**src/common/cic_defs.vh**
```
`ifndef CIC_DEFS_VH
`define CIC_DEFS_VH
`define CIC_ADDR_W 4
`define CIC_OFF_CTRL_S 4'h0
`define CIC_OFF_CTRL_NS 4'h1
`define CIC_OFF_EOI 4'h2
`define CIC_OFF_DIR 4'h3
`define CIC_OFF_BPR 4'h4
`define CIC_OFF_ABPR 4'h5
`define CIC_OFF_STATUS 4'h6
`define CIC_OFF_PEND 4'h7
`define CIC_B_G0EN 0
`define CIC_B_G1EN 1
`define CIC_B_GRP0_FAST_ROUTE 3
`define CIC_B_COMMON_BINARY_POINT 4
`define CIC_B_FBD0 5
`define CIC_B_IBD0 6
`define CIC_B_FBD1 7
`define CIC_B_IBD1 8
`define CIC_B_EOIS 9
`define CIC_B_EOINS 10
`define CIC_NS_G1EN 0
`define CIC_NS_FBD1 5
`define CIC_NS_IBD1 6
`define CIC_NS_EOINS 9
`define CIC_CTRL_RESET 32'h0000_0000
`define CIC_BPR_RESET 3'h2
`define CIC_ABPR_RESET 3'h3
`endif

```
**src/hdl/cic_route.v**
```verilog
`timescale 1ns/1ps
module cic_route (
  input wire g0_pend,
  input wire g1_pend,
  input wire g0_en,
  input wire g1_en,
  input wire fast_route,
  input wire irq_byp,
  input wire fiq_byp,
  input wire ibd0,
  input wire fbd0,
  input wire ibd1,
  input wire fbd1,
  output wire irq_o,
  output wire fiq_o
);
  wire g0_act = g0_pend & g0_en;
  wire g1_act = g1_pend & g1_en;
  wire irq_sig = (g0_act & ~fast_route) | g1_act;
  wire fiq_sig = g0_act & fast_route;
  wire irq_off = ~(g0_en & ~fast_route) & ~g1_en;
  wire fiq_off = ~(g0_en & fast_route);
  // bypass passes only while the line's signalling is disabled
  assign irq_o = irq_sig | (irq_off & irq_byp & ~(ibd0 & ibd1));
  assign fiq_o = fiq_sig | (fiq_off & fiq_byp & ~(fbd0 & fbd1));
endmodule

```
**src/hdl/cic_preempt.v**
```verilog
`timescale 1ns/1ps
module cic_preempt (
  input wire [2:0] bpr,
  input wire [2:0] abpr,
  input wire common_binary_point,
  input wire is_grp1,
  input wire [7:0] pend_prio,
  input wire [7:0] run_prio,
  output wire preempt
);
  function [7:0] grp_mask;
    input [2:0] bp;
    begin
      grp_mask = 8'hfe << bp;
    end
  endfunction
  wire [2:0] bp_sel = (is_grp1 & ~common_binary_point) ? abpr : bpr;
  wire [7:0] m = grp_mask(bp_sel);
  assign preempt = (pend_prio & m) < (run_prio & m);
endmodule

```
**src/hdl/cic_ctrl.v**
```verilog
`timescale 1ns/1ps
`include "cic_defs.vh"
// Overview of operation
// - bit 10 aliases nonsecure split eoi mode
// - mode 0: eoi drops priority and deactivates
// - mode 1: eoi drops only; deactivate separate
// - secure bit governs secure accesses only
// - bit 8 aliases grp1 normal bypass disable
// - bit 7 aliases grp1 fast bypass disable
// - bit 6 with bit 8 blocks normal bypass when disabled
// - bit 5 with bit 7 blocks fast bypass when disabled
// - common_binary_point 0: group 1 uses aliased point
// - common_binary_point 1: main point for both groups
// - bit 3 routes group 0 fast/normal
// - group 1 always on normal line
// - earlier version: bits 10..5 reserved
// - fast route resets to zero
// - bits 31..11 reserved
// - bit 0 enables group 0 signalling
// - bit 1 enables group 1 signalling
module cic_ctrl #(
  parameter V2 = 1,
  parameter SECURE = 1
) (
  input wire CLOCK,
  input wire RST,
  input wire [3:0] ADDR,
  input wire [31:0] WDATA,
  input wire WR,
  input wire RD,
  input wire NS_ACCESS,
  output reg [31:0] RDATA,
  input wire G0_PEND,
  input wire G1_PEND,
  input wire [7:0] PEND_PRIO,
  input wire PEND_GRP1,
  input wire IRQ_BYPASS,
  input wire FIQ_BYPASS,
  output reg IRQ_OUT,
  output reg FIQ_OUT,
  output reg PREEMPT,
  output reg PRIO_DROP,
  output reg DEACT,
  output reg [9:0] DEACT_ID
);
  localparam V2B = (V2 != 0) ? 1'b1 : 1'b0;
  localparam SECB = ((V2 != 0) && (SECURE != 0)) ? 1'b1 : 1'b0;
  reg g0en_r, g1en_r, grp0_fast_route_r, common_binary_point_r, fbd0_r, ibd0_r, fbd1_r, ibd1_r, eois_r, eoins_r;
  reg [2:0] bpr_r, abpr_r;
  reg [7:0] run_prio_r;
  reg [7:0] saved_prio_r;
  wire wr_s = WR & (ADDR == `CIC_OFF_CTRL_S) & ~(SECB & NS_ACCESS);
  wire wr_ns = WR & (((ADDR == `CIC_OFF_CTRL_S) & SECB & NS_ACCESS) | ((ADDR == `CIC_OFF_CTRL_NS) & SECB));
  wire eoi_w = WR & (ADDR == `CIC_OFF_EOI);
  wire dir_w = WR & (ADDR == `CIC_OFF_DIR);
  wire split = (SECB & NS_ACCESS) ? eoins_r : eois_r;
  always @(posedge CLOCK) begin
    if (RST) begin
      g0en_r <= 1'b0;
      g1en_r <= 1'b0;
      grp0_fast_route_r <= 1'b0;
      common_binary_point_r <= 1'b0;
      fbd0_r <= 1'b0;
      ibd0_r <= 1'b0;
      fbd1_r <= 1'b0;
      ibd1_r <= 1'b0;
      eois_r <= 1'b0;
      eoins_r <= 1'b0;
      bpr_r <= `CIC_BPR_RESET;
      abpr_r <= `CIC_ABPR_RESET;
    end else begin
      if (wr_s) begin
        g0en_r <= WDATA[`CIC_B_G0EN];
        g1en_r <= WDATA[`CIC_B_G1EN];
        grp0_fast_route_r <= WDATA[`CIC_B_GRP0_FAST_ROUTE];
        common_binary_point_r <= WDATA[`CIC_B_COMMON_BINARY_POINT];
        fbd0_r <= WDATA[`CIC_B_FBD0] & V2B;
        ibd0_r <= WDATA[`CIC_B_IBD0] & V2B;
        fbd1_r <= WDATA[`CIC_B_FBD1] & V2B;
        ibd1_r <= WDATA[`CIC_B_IBD1] & V2B;
        eois_r <= WDATA[`CIC_B_EOIS] & V2B;
        eoins_r <= WDATA[`CIC_B_EOINS] & SECB;
      end else if (wr_ns) begin
        g1en_r <= WDATA[`CIC_NS_G1EN];
        fbd1_r <= WDATA[`CIC_NS_FBD1];
        ibd1_r <= WDATA[`CIC_NS_IBD1];
        eoins_r <= WDATA[`CIC_NS_EOINS];
      end
      if (WR & (ADDR == `CIC_OFF_BPR))
        bpr_r <= WDATA[2:0];
      if (WR & (ADDR == `CIC_OFF_ABPR))
        abpr_r <= WDATA[2:0];
    end
  end
  // single-level active priority tracking
  always @(posedge CLOCK) begin
    if (RST) begin
      run_prio_r <= 8'hff;
      saved_prio_r <= 8'hff;
      PRIO_DROP <= 1'b0;
      DEACT <= 1'b0;
      DEACT_ID <= 10'h000;
    end else begin
      PRIO_DROP <= eoi_w;
      DEACT <= (eoi_w & ~split) | (dir_w & split);
      if (eoi_w | dir_w)
        DEACT_ID <= WDATA[9:0];
      if (eoi_w)
        run_prio_r <= 8'hff;
      else if (WR & (ADDR == `CIC_OFF_PEND)) begin
        run_prio_r <= WDATA[7:0];
        saved_prio_r <= run_prio_r;
      end
    end
  end
  wire irq_c, fiq_c, pre_c;
  cic_route u_route (
    .g0_pend(G0_PEND),
    .g1_pend(G1_PEND),
    .g0_en(g0en_r),
    .g1_en(g1en_r),
    .fast_route(grp0_fast_route_r),
    .irq_byp(IRQ_BYPASS),
    .fiq_byp(FIQ_BYPASS),
    .ibd0(ibd0_r),
    .fbd0(fbd0_r),
    .ibd1(ibd1_r),
    .fbd1(fbd1_r),
    .irq_o(irq_c),
    .fiq_o(fiq_c)
  );
  cic_preempt u_pre (
    .bpr(bpr_r),
    .abpr(abpr_r),
    .common_binary_point(common_binary_point_r),
    .is_grp1(PEND_GRP1),
    .pend_prio(PEND_PRIO),
    .run_prio(run_prio_r),
    .preempt(pre_c)
  );
  always @(posedge CLOCK) begin
    if (RST) begin
      IRQ_OUT <= 1'b0;
      FIQ_OUT <= 1'b0;
      PREEMPT <= 1'b0;
    end else begin
      IRQ_OUT <= irq_c;
      FIQ_OUT <= fiq_c;
      PREEMPT <= pre_c;
    end
  end
  reg [31:0] rd_nxt;
  always @* begin
    rd_nxt = 32'h0000_0000;
    if ((ADDR == `CIC_OFF_CTRL_S) & ~(SECB & NS_ACCESS)) begin
      rd_nxt[`CIC_B_G0EN] = g0en_r;
      rd_nxt[`CIC_B_G1EN] = g1en_r;
      rd_nxt[`CIC_B_GRP0_FAST_ROUTE] = grp0_fast_route_r;
      rd_nxt[`CIC_B_COMMON_BINARY_POINT] = common_binary_point_r;
      rd_nxt[`CIC_B_FBD0] = fbd0_r;
      rd_nxt[`CIC_B_IBD0] = ibd0_r;
      rd_nxt[`CIC_B_FBD1] = fbd1_r;
      rd_nxt[`CIC_B_IBD1] = ibd1_r;
      rd_nxt[`CIC_B_EOIS] = eois_r;
      rd_nxt[`CIC_B_EOINS] = eoins_r;
    end else if (((ADDR == `CIC_OFF_CTRL_S) | (ADDR == `CIC_OFF_CTRL_NS)) & SECB) begin
      rd_nxt[`CIC_NS_G1EN] = g1en_r;
      rd_nxt[`CIC_NS_FBD1] = fbd1_r;
      rd_nxt[`CIC_NS_IBD1] = ibd1_r;
      rd_nxt[`CIC_NS_EOINS] = eoins_r;
    end else if (ADDR == `CIC_OFF_BPR)
      rd_nxt[2:0] = bpr_r;
    else if (ADDR == `CIC_OFF_ABPR)
      rd_nxt[2:0] = abpr_r;
    else if (ADDR == `CIC_OFF_STATUS) begin
      rd_nxt[0] = IRQ_OUT;
      rd_nxt[1] = FIQ_OUT;
      rd_nxt[2] = PREEMPT;
    end else if (ADDR == `CIC_OFF_PEND) begin
      rd_nxt[7:0] = run_prio_r;
      rd_nxt[15:8] = saved_prio_r;
    end
  end
  always @(posedge CLOCK) begin
    if (RST)
      RDATA <= 32'h0000_0000;
    else if (RD)
      RDATA <= rd_nxt;
    else
      RDATA <= 32'h0000_0000;
  end
endmodule

```
**config.mk**
```make
export PLATFORM = sky130hd
export DESIGN_NAME = cic_ctrl
export DESIGN_NICKNAME = d
export VERILOG_FILES = /design/src/hdl/cic_route.v /design/src/hdl/cic_preempt.v /design/src/hdl/cic_ctrl.v
export VERILOG_INCLUDE_DIRS = /design/src /design/src/common
export SDC_FILE = /design/constraint.sdc
export NUM_CORES = 1
export LEC_CHECK = 0
export ABC_AREA = 1
export BUFFER_PORTS_ARGS = -buffer_cell sky130_fd_sc_hd__buf_2
export CELL_PAD_IN_SITES_DETAIL_PLACEMENT = 1
export CELL_PAD_IN_SITES_GLOBAL_PLACEMENT = 2
export CORE_MARGIN = 1
export CORE_UTILIZATION = 27
export CTS_CLUSTER_DIAMETER = 40
export DETAILED_ROUTE_END_ITERATION = 7
export MAX_ROUTING_LAYER = met4
export PLACE_DENSITY = 0.82
export SLEW_MARGIN = 40
export SYNTH_ARGS = -nofsm -noshare
export SYNTH_HDL_FRONTEND = slang
export SYNTH_SLANG_ARGS = --single-unit
```
**constraint.sdc**
```tcl
create_clock -name CLOCK -period 2.21 [get_ports CLOCK]
set_input_delay 0.663 -clock CLOCK [delete_from_list [all_inputs] [get_ports CLOCK]]
set_output_delay 0.663 -clock CLOCK [all_outputs]
set_load 0.02 [all_outputs]
```
======== Yosys cells after proc, flatten, opt, wreduce, memory -nomap -nowiden ========
Cells that the tools add are included.
storage, ports and cells
  register bits after elaboration ......... 79
  input bits .............................. 54
  logic and storage cells ................. 112
  output and inout bits ................... 47
cells by class
  bitwise gates (word level) .............. 47
  multiplexer cells ....................... 25
  $lt $le $gt $ge ......................... 1
  reduce and logical (&&, ||, !) cells .... 7
  shift-type cells ........................ 1
  equal/unequal tests ..................... 7
operators with widths
  kind                   count
  $mux W8                4
  $and A1 B1 Y1          26
  $and A8 B8 Y8          2
  $eq A4 B3 Y1 const B   4
  $mux W1                12
  $mux W3                4
  $not A1 Y1             12
  $mux W11               1
  $eq A4 B2 Y1 const B   2
  $lt A8 B8 Y1           1
  $reduce_or A8 Y1       1
  $shl A8 B3 Y8 const A  1
  $or A1 B1 Y1           7
  $mux W2                3
  $eq A4 B1 Y1 const B   1
  $logic_not A4 Y1       1
  $mux W4                1
  $reduce_or A2 Y1       2
  $reduce_or A4 Y1       1
  $reduce_and A2 Y1      1
  $reduce_bool A2 Y1     1

======== Longest topological paths before layout ========
Gate-level depths: netlist of the first run.
  depth in word-level cells ............... 7
  depth in mapped cells ................... 13
  mapped depth without buffers ............ 13

======== Modules after synthesis ========
From an unflattened synthesis of the first run, not the netlist that was laid out.
unflattened totals
  cell total of the unflattened synthesis .. 409
  area, all modules ....................... 3098.0 um^2
modules (own cells, without submodules)
  module       area each (um^2)  instances  cells each  sequential area each (um^2)
  cic_ctrl     2727.6            1          338         1261.2
  cic_preempt  306.5             1          55          0.0
  cic_route    63.8              1          16          0.0

======== Worst setup path before layout of the first run ========
OpenSTA, ideal clock, no wires.
  path kind ............................... input port to flip-flop
  start ................................... in PEND_GRP1
  end ..................................... reg PREEMPT
  cell stages on the path ................. 12
  library setup time ...................... 0.120 ns
  arrival ................................. 1.822 ns
  data required time ...................... 2.090 ns
  path buffers ............................ 0
  slack ................................... 0.268 ns
  cell sequence ........................... nand2_1 nand2_1 nand2_1 inv_1 nor2_1 nand2_1 nand2_1 inv_1 ha_1 nand2_1 o211ai_1 a21oi_1
between the ends
  cells in the longest elaborated chain, start to end .. 5
  elaborated cells on any way between the ends .. 6
  classes of those cells .................. order compare (1); shift (1); mux (1); bitwise (3)
ends and longest elaborated chain
  what                    RTL line          text
  start: declaration      cic_ctrl.v:36     input wire PEND_GRP1,
  $and A1 B1 Y1 (*)       cic_preempt.v:17  wire [2:0] bp_sel = (is_grp1 & ~common_binary_point) ? abpr : bpr;
  $mux W3 (*)             cic_preempt.v:17
  $shl A8 B3 Y8 (*)       cic_preempt.v:14  grp_mask = 8'hfe << bp;
  $and A8 B8 Y8           cic_preempt.v:19  assign preempt = (pend_prio & m) < (run_prio & m);
  $lt A8 B8 Y1 (*)        cic_preempt.v:19
  end signal: assignment  cic_ctrl.v:149    PREEMPT <= pre_c;
  end: declaration        cic_ctrl.v:41     output reg PREEMPT,
Every way passes the cells marked *; elsewhere a longest branch is shown, timed or not.
A chain may end at the register's enable or synchronous reset.

======== Worst setup path in the final report of the first run ========
  start ................................... reg common_binary_point_r
  end ..................................... reg PREEMPT
between the ends
  cells in the longest elaborated chain, start to end .. 6
  elaborated cells on any way between the ends .. 7
  classes of those cells .................. order compare (1); shift (1); mux (1); bitwise (4)
ends and longest elaborated chain
  what                      RTL line          text
  start: declaration        cic_ctrl.v:48     reg g0en_r, g1en_r, grp0_fast_route_r, common_binary_point_r, fbd0_r, ibd0_r, fbd1_r, ibd1_r, eois_r, eoins_r;
  start signal: assignment  cic_ctrl.v:76     common_binary_point_r <= WDATA[`CIC_B_COMMON_BINARY_POINT];
  $not A1 Y1 (*)            cic_preempt.v:17
  $and A1 B1 Y1 (*)         cic_preempt.v:17
  $mux W3 (*)               cic_preempt.v:17
  $shl A8 B3 Y8 (*)         cic_preempt.v:14
  $and A8 B8 Y8             cic_preempt.v:19
  $lt A8 B8 Y1 (*)          cic_preempt.v:19
Marks and branches as above.

==> run summary, run 1 <==
The flow ran to the end, and the final reports show no timing, DRC or antenna violations. The peak supply drop came out at 0.0002310 V. Counting stages on the worst path, the most repeated cell is nand2_1.

After detailed placement, the total cell area comes to 0.003283 mm². The share of synthesized cell area in full adder, half adder and majority cells came out at 2.619%. In the final design database the tool counted 502 nets. The simple-gate share of the synthesized area came out at 22.39%. The number of enable-type register cells in the synthesized netlist came out at 0. The number of standard cells in the layout, taps in and fillers out came out at 583.

The number of buffers added on ports is 62. The post-DP HPWL came out at 6.500 mm. The worst setup path is launched from a flip-flop.

The total overflow left after global routing is 0. The number of pins exceeding their max-slew limit in the final report came out at 0. The clock network latency to the later pin of the worst-skew pair is 0.35 ns. In this run the worst setup path begins at common_binary_point_r$_SDFFE_PP0P_. The number of clock buffers inserted by TritonCTS is 9. Setup violations remaining at the end of the flow were counted as 0. The post-route fraction of the period consumed by the critical path is 83.63%.

The highest attainable clock frequency came out at 541.1 MHz. The fraction of final layout cells with drive strength greater than 1 came out at 24.16%. The total power per unit cell area is 731.8 mW/mm². The largest area contributor in the netlist is dfxtp_1. Of the synthesized area, sequential elements account for 44.00%. The total track usage is 17.14%. The via density per instance is 4.617. The per-cell routed wire length came out at 14.65 µm. The number of gates resized after CTS was 0. The worst hold path begins at saved_prio_r[5]$_SDFFE_PP1P_.

After synthesis, the largest family of logic cells by area is simple AND/OR/NAND/NOR gates. The total of warnings raised by yosys is 0. The final instance area is 0.003496 mm².

The cell count of the worst reg-to-reg path is 11. The share of flip-flops with an asynchronous set or reset after synthesis is 0%. The clock net in this run drives a total of 63 sinks. Summed over all cells, the static leakage comes to 1.726 nW.

The final hold violation count came out at 0. The cell count after placement is 567. The type of element capturing the critical path is a flip-flop.

The pin count of the biggest net entering global routing is 34. Overall power consumption after layout is estimated at 2.558 mW. In this run the cell area of the synthesized design comes to 0.002866 mm². The buffer and inverter count on the worst path came out at 2. Among all flip-flop cells after synthesis, the most frequent one is dfxtp_1. The maximum single-stage delay on the critical path came out at 0.31 ns. The number of stages on the worst hold path is 2. The startpoint of the worst register-to-register path is common_binary_point_r$_SDFFE_PP0P_. The height of the chip came out at 105.0 µm. The worst hold path terminates at RDATA[13]$_SDFF_PP0_. Multiplexer cells account for 0% of the synthesized area. Max-cap violations in this run came to 0. The standard cell with the maximum stage delay on the critical path is dfxtp_1. The path class of the tightest hold or removal check is reg2reg. By area the synthesized netlist is led by dfxtp_1 (44%), nand2_1 (10%), o21ai_0 (5.4%). Once routing completed, OpenROAD measured the worst setup slack at 0.3618 ns. The repair_antennas step left the layout with diodes totalling 0. The synthesized netlist devotes 0.3055% of its cell area to XOR and XNOR gates. The data required time of the worst path came out at 2.50 ns. No sink is reached through more buffers than the 2 on the longest clock path. The arrival time reported for the critical path endpoint came out at 2.13 ns. The detail route stage leaves a number of antenna-violating nets equal to 0. The pre-CTS setup slack came out at 0.02883 ns. The via count of the first global-routing pass came out at 2728. The final critical-path required period is 1.848 ns. The initial antenna violation count is 0. The final weighted congestion in routability-driven placement came out at 0.8581. The distinct cell type count after synthesis came out at 36. The floorplan die area is 0.01103 mm². Summing over every cut layer, the via total after detailed routing is 2692. The layout filler cell count came out at 1315. The detailed-route DRC error count came out at 0. The critical path in this run is classified as reg2reg. Pin placement for this block handled 101 I/O pins. The share of Yosys cell area claimed by the top area cell type is 44.00%. The mean instance size in the synthesized netlist is 7.706 µm². The final wirelength is 8.541 mm.

The tree is rooted in a clkbuf_8. The clock skew is 0.005045 ns. The highest net fanout along the worst path is 6. The placeable core region is 0.01032 mm². The layout overhead on the synthesized area is 21.96%. For this configuration, the core starts out at a cell density of 27.77%. The synthesized instance count came out at 372. The post-synthesis register bit count is 63. The post-cts hold buffer count is 0. The post-CTS clock slew at the launch and capture registers of the worst setup and hold paths is 0.07 ns.

The count of TritonRoute iterations in the first routing pass came out at 4. The number of levels the H-tree was split into is 3. The area fraction in compound gates after synthesis is 18.64%. The standard-cell row count is 37. The count of routing violations after the opening detailed-route iteration came out at 76.

The endpoint identified for the worst register-to-register timing path is PREEMPT$_SDFF_PP0_. The post-route worst hold slack is 0.4469 ns. Setup repair after global routing left no endpoint under its margin.

The signal on the critical path passes through inv_1 > nand2_1 > nand2_1 > nand2_1 > buf_4 > nor2_1 > o21ai_0 > ha_1 > a21oi_1 > o211ai_1 > a21oi_1. In this run the post-CTS setup repair buffer count came out at 0. The end-of-flow core utilization is 33.86%. The first global-routing pass estimated 14.01 mm of wire. TritonCTS built the clock tree. The sum of negative setup slack came out at 0 ns. In this run the register-to-register setup slack is 0.36 ns. Among cell families on the critical path, the largest total delay comes from compound AO/OA/AOI/OAI gates. The width of the die came out at 105.0 µm.
cells in the final DEF, fill, tap and decap left out, types with 2 or more instances in the layout:
| cell type | netlist | layout |
|---|---|---|
| o211ai_2 | 4 | 4 |
| dfxtp_1 | 63 | 63 |
| a22oi_1 | 2 | 2 |
| bufinv_16 | 0 | 2 |
| a21oi_1 | 27 | 27 |
| nand2_1 | 77 | 77 |
| o32ai_1 | 3 | 3 |
| nor2_1 | 33 | 33 |
| buf_2 | 3 | 62 |
| buf_4 | 19 | 8 |
| clkinv_2 | 0 | 2 |
| o211ai_1 | 13 | 13 |
| conb_1 | 1 | 16 |
| inv_2 | 6 | 6 |
| o21ai_1 | 2 | 2 |
| nand2_2 | 4 | 4 |
| clkbuf_8 | 0 | 9 |
| nor2_2 | 2 | 2 |
| nand3_1 | 18 | 18 |
| ha_1 | 6 | 6 |
| nor2_4 | 2 | 2 |
| and3_1 | 2 | 2 |
| clkinvlp_4 | 0 | 2 |
| a31oi_1 | 2 | 2 |
| o21ai_0 | 31 | 31 |
| inv_1 | 37 | 37 |
report_power, final:
part	switching, mW	internal, mW	leakage, nW
logic	0.187	0.0852	1.11
clock network	0.476	0.631	0.102
registers	0.0174	1.16	0.511
total	0.680	1.88	1.73
final cells by class:
| cell class | instances | area, µm² | area share (%) |
|---|---|---|---|
| Multi-Input combinational cell | 255 | 1320 | 37.76 |
| Sequential cell | 63 | 1261 | 36.08 |
| Timing Repair Buffer | 70 | 370.4 | 10.59 |
| Tap cell | 136 | 170.2 | 4.868 |
| Inverter | 43 | 161.4 | 4.617 |
| Clock buffer | 10 | 127.6 | 3.651 |
| Clock inverter | 6 | 85.08 | 2.434 |
cell usage after synthesis (3+ instances only):
cell and instances:
dfxtp_1 63, nor2_1 33, inv_2 6, buf_4 19, nand2_1 77, o21ai_0 31, buf_2 3, inv_1 37
ha_1 6, o211ai_2 4, nand2_2 4, nand3_1 18, o32ai_1 3, o211ai_1 13, a21oi_1 27
flip-flops by register name, indices dropped and copies added, names as in the netlist:
signal	cells
eoins_r	1
RDATA	16
fbd1_r	1
saved_prio_r	8
DEACT_ID	10
DEACT	1
bpr_r	3
IRQ_OUT	1
grp0_fast_route_r	1
abpr_r	3
FIQ_OUT	1
run_prio_r	8
ibd1_r	1
fbd0_r	1
ibd0_r	1
PRIO_DROP	1
g1en_r	1
common_binary_point_r	1
PREEMPT	1
g0en_r	1
eois_r	1
logic make-up after synthesis:
| group | count (synthesis) |
|---|---|
| AND/OR/NAND/NOR | 145 |
| AO/OA/AOI/OAI | 87 |
| buffers and inverters | 69 |
| flip-flops | 63 |
| adder cells (fa/ha/maj) | 6 |
| XOR/XNOR | 1 |
| other | 1 |
worst max-delay path by stage:
| stage | cells after the start | endpoint |
|---|---|---|
| 6_report | 11 | PREEMPT$_SDFF_PP0_ |
| 5_1_grt | 13 | PREEMPT$_SDFF_PP0_ |
| 3_3_place_gp | 13 | PREEMPT$_SDFF_PP0_ |
| 2_1_floorplan | 12 | PREEMPT$_SDFF_PP0_ |
| 4_1_cts | 11 | PREEMPT$_SDFF_PP0_ |
| 3_5_place_dp | 13 | PREEMPT$_SDFF_PP0_ |
worst register-to-register path, cell delays in order, from the launching register on:
cell and delay (ns):
dfxtp_1 0.31, inv_1 0.17, nand2_1 0.13, nand2_1 0.09, nand2_1 0.07, buf_4 0.15, nor2_1 0.14, o21ai_0 0.10
ha_1 0.30, a21oi_1 0.13, o211ai_1 0.10, a21oi_1 0.11
routing by layer:
metal / routed length [µm] / part of all wire (%) / up-vias / track usage (%)
li1: - / - / 1330 / -
met1: 4011 / 47 / 1291 / 21.08
met2: 4089 / 48 / 61 / 27.77
met3: 335 / 3.9 / 10 / 4.429
met4: 104 / 1.2 / 0 / 4.728
met5: 0 / 0 / - / -
Power figures use the tool's default switching activity.
==> run 2, diff against run 1 <==
==> constraint.sdc (replaced) <==
create_clock -name CLOCK -period 1.92 [get_ports CLOCK]
set_input_delay 0.576 -clock CLOCK [delete_from_list [all_inputs] [get_ports CLOCK]]
set_output_delay 0.576 -clock CLOCK [all_outputs]
set_load 0.02 [all_outputs]
==> run summary, run 2 (synthesis results as in run 1) <==
The number of buffers added on ports is 62 (unchanged). The layout filler cell count was 1290 (-1.9%). The width of the die came out at 105.0 µm (unchanged). The routed length on met3 came out at 393 µm (+17%).

The startpoint identified for the worst hold timing path is saved_prio_r[7]$_SDFFE_PP1P_. The number of levels the H-tree was split into was 3 (unchanged). The worst hold path terminates at RDATA[15]$_SDFF_PP0_. The final wirelength was 8.637 mm (+1.1%). The maximum single-stage delay on the critical path was 0.33 ns (+0.02 ns). The length of routed met2 wiring is 4.214 mm (+3.1%).

Among all stages on the critical path, the largest delay is contributed by ha_1. The first-pass GRT wire length is 14.08 mm (+0.49%). The maximum buffer depth of the clock tree came to 2 (unchanged). The largest registers in the layout are RDATA x16, DEACT_ID x10. The data required time of the worst path came out at 2.20 ns (-0.30 ns). The number of pins exceeding their max-slew limit in the final report is 0 (unchanged). The sum of negative setup slack was 0 ns (unchanged). The count of boundary I/O pins is 101 (unchanged).

The final instance area was 0.003597 mm² (+2.9%). The count of routing violations after the opening detailed-route iteration is 69 (-9.2%). The placeable core region came out at 0.01032 mm² (unchanged). The total cell area at the placement stage is 0.003328 mm² (+1.4%). The post-route fraction of the period consumed by the critical path is 92.20% (+8.6 points). The height of the chip is 105.0 µm (unchanged). The area of all sequential standard cells came out at 0.001261 mm² (unchanged).

The via density per instance was 4.553 (-1.4%). TritonCTS built the clock tree. The leftover overflow at the end of global routing came out at 0 (unchanged). The library cell used most frequently in the layout, excluding fill and tap cells, is nand2_1. The starting utilization of the core area was 27.77% (unchanged).

The launching element type of the critical path is a flip-flop. The number of stages on the worst hold path is 2 (unchanged). The arrival time reported for the critical path endpoint was 2.05 ns (-0.08 ns).

RDATA holds more flip-flops than any other register. The total track usage is 17.13% (about the same). The pin count of the biggest net entering global routing is 34 (unchanged). The clock skew came out at 0.007730 ns (+0.002685 ns). The number of clock sinks seen by CTS is 63 (unchanged). The tree is rooted in a clkbuf_8. The highest net fanout along the worst path came out at 4 (-2). The pre-CTS setup slack is -0.2299 ns (-0.2588 ns). The minimum setup slack in the final design was 0.1498 ns (-0.2120 ns). The final critical-path required period came to 1.770 ns (-0.07795 ns).

The post-DP HPWL was 6.573 mm (+1.1%). The startpoint of the worst register-to-register path is common_binary_point_r$_SDFFE_PP0P_. The via count of the first global-routing pass was 2773 (+1.6%).

The final setup violation count came to 0 (unchanged). The cell count of the worst reg-to-reg path came out at 11 (unchanged). The post-CTS clock slew at the launch and capture registers of the worst setup and hold paths is 0.07 ns (about the same). The flow ran to the end, and the final reports show no timing, DRC or antenna violations. The detailed-route DRC error count is 0 (unchanged). Routed signal wires occupy layers up through met4. The worst hold path class is reg2reg. The floorplan die area is 0.01103 mm² (unchanged).

The per-cell routed wire length was 14.64 µm (about the same). In this run the critical register-to-register path is captured at PREEMPT$_SDFF_PP0_. The number of flip-flops under the largest register name came out at 16 (unchanged). The setup slack of the worst register-to-register path came out at 0.15 ns (-0.21 ns). The number of clock buffers inserted by TritonCTS is 9 (unchanged). The area occupied by multi-input gates came out at 0.001336 mm² (+1.2%). The max-cap check violation count came to 0 (unchanged). The initial antenna violation count is 0 (unchanged). The fraction of final layout cells with drive strength greater than 1 is 26.43% (+2.3 points). The post-cts hold buffer count came out at 0 (unchanged).

The layout overhead on the synthesized area came out at 25.49%. The detailed-route wire length on metal 1 came out at 3.917 mm (-2.3%). The total inserted antenna cells is 0 (unchanged). Leaving out fill and tap cells, the most frequent cells in the layout are nand2_1 (75), dfxtp_1 (63), buf_2 (62). The peak supply drop came out at 0.0004279 V (+85%). The type of element capturing the critical path is a flip-flop. The final weighted congestion in routability-driven placement is 0.8518 (-0.73%). By instance count, the cell type seen most on the critical path is nand2_2. The critical path is of the reg2reg type.

The clock network latency to the later pin of the worst-skew pair came out at 0.34 ns (about the same). The number of nets in the layout came out at 509 (+1.4%). The total power per unit cell area was 864.2 mW/mm² (+18%). The total number of vias is 2686 (-0.22%). The final hold violation count came out at 0 (unchanged).

The standard-cell row count is 37 (unchanged). Traced cell by cell, the critical path runs through inv_1 > nand2_2 > nand2_1 > nand2_2 > buf_4 > nor2_1 > o21ai_0 > ha_1 > a21oi_2 > o211ai_1 > a21oi_1. The highest attainable clock frequency came out at 564.9 MHz (+4.4%). The number of routed nets with antenna violations is 0 (unchanged). The count of TritonRoute iterations in the first routing pass is 4 (unchanged). The static leakage came to 1.779 nW (+3.1%).
run 2: layer usage:
layer / track usage, % / vias up
met1: 20.50 / 1259
met2: 28.10 / 70
met4: 5.231 / 0
met5: - / -
li1: - / 1343
met3: 4.554 / 14
run 2: metrics by stage:
step           instances  hold slack (ns)  utilization, %  total power [mW]
6_report             590           0.4471           34.84             3.109
3_3_place_gp         573           0.4346           32.24             1.701
3_5_place_dp         573           0.4351           32.24             1.710
5_1_grt              590           0.4833           34.84             3.259
2_1_floorplan        387           0.4162               -             1.604
4_1_cts              589           0.4496           34.61             3.141
run 2: worst max-delay path by stage:
| stage | startpoint | to | slack [ns] | cells past startpoint |
|---|---|---|---|---|
| final | common_binary_point_r$_SDFFE_PP0P_ | PREEMPT$_SDFF_PP0_ | 0.15 | 11 |
| after global routing | common_binary_point_r$_SDFFE_PP0P_ | PREEMPT$_SDFF_PP0_ | -0.01 | 13 |
| after CTS | common_binary_point_r$_SDFFE_PP0P_ | PREEMPT$_SDFF_PP0_ | 0.1 | 13 |
| after detailed placement | PEND_GRP1 | PREEMPT$_SDFF_PP0_ | -0.23 | 13 |
| after global placement | PEND_GRP1 | PREEMPT$_SDFF_PP0_ | -0.14 | 13 |
| after floorplan | PEND_GRP1 | PREEMPT$_SDFF_PP0_ | 0.06 | 12 |
run 2: power breakdown:
group / switching [mW] / internal, mW / total, mW
logic: 0.220 / 0.108 / 0.327
clock network: 0.532 / 0.893 / 1.42
registers: 0.0194 / 1.34 / 1.36
total: 0.771 / 2.34 / 3.11
run 2: area by class of cell:
type                       count  share of cell area (%)
clock buffer                  10                   3.826
clock inverter                 6                   2.991
inverter                      43                   4.487
multi-input combinational    255                   37.15
sequential                    63                   35.06
tap                          136                   4.730
timing repair buffer          77                   11.76
run 2: timing repair:
action,CTS,global route
hold endpoints to repair,0,0
gates resized for setup,0,5
buffers inserted,0,1
endpoints found under the setup margin,0,1
run 2: critical path, delay by kind of cell (launching register included):
kind            cells  cell delay, ns
compound gates      4            0.45
simple gates        4            0.37
fa+ha+maj           1            0.33
flops               1            0.30
buf+inv             2            0.25
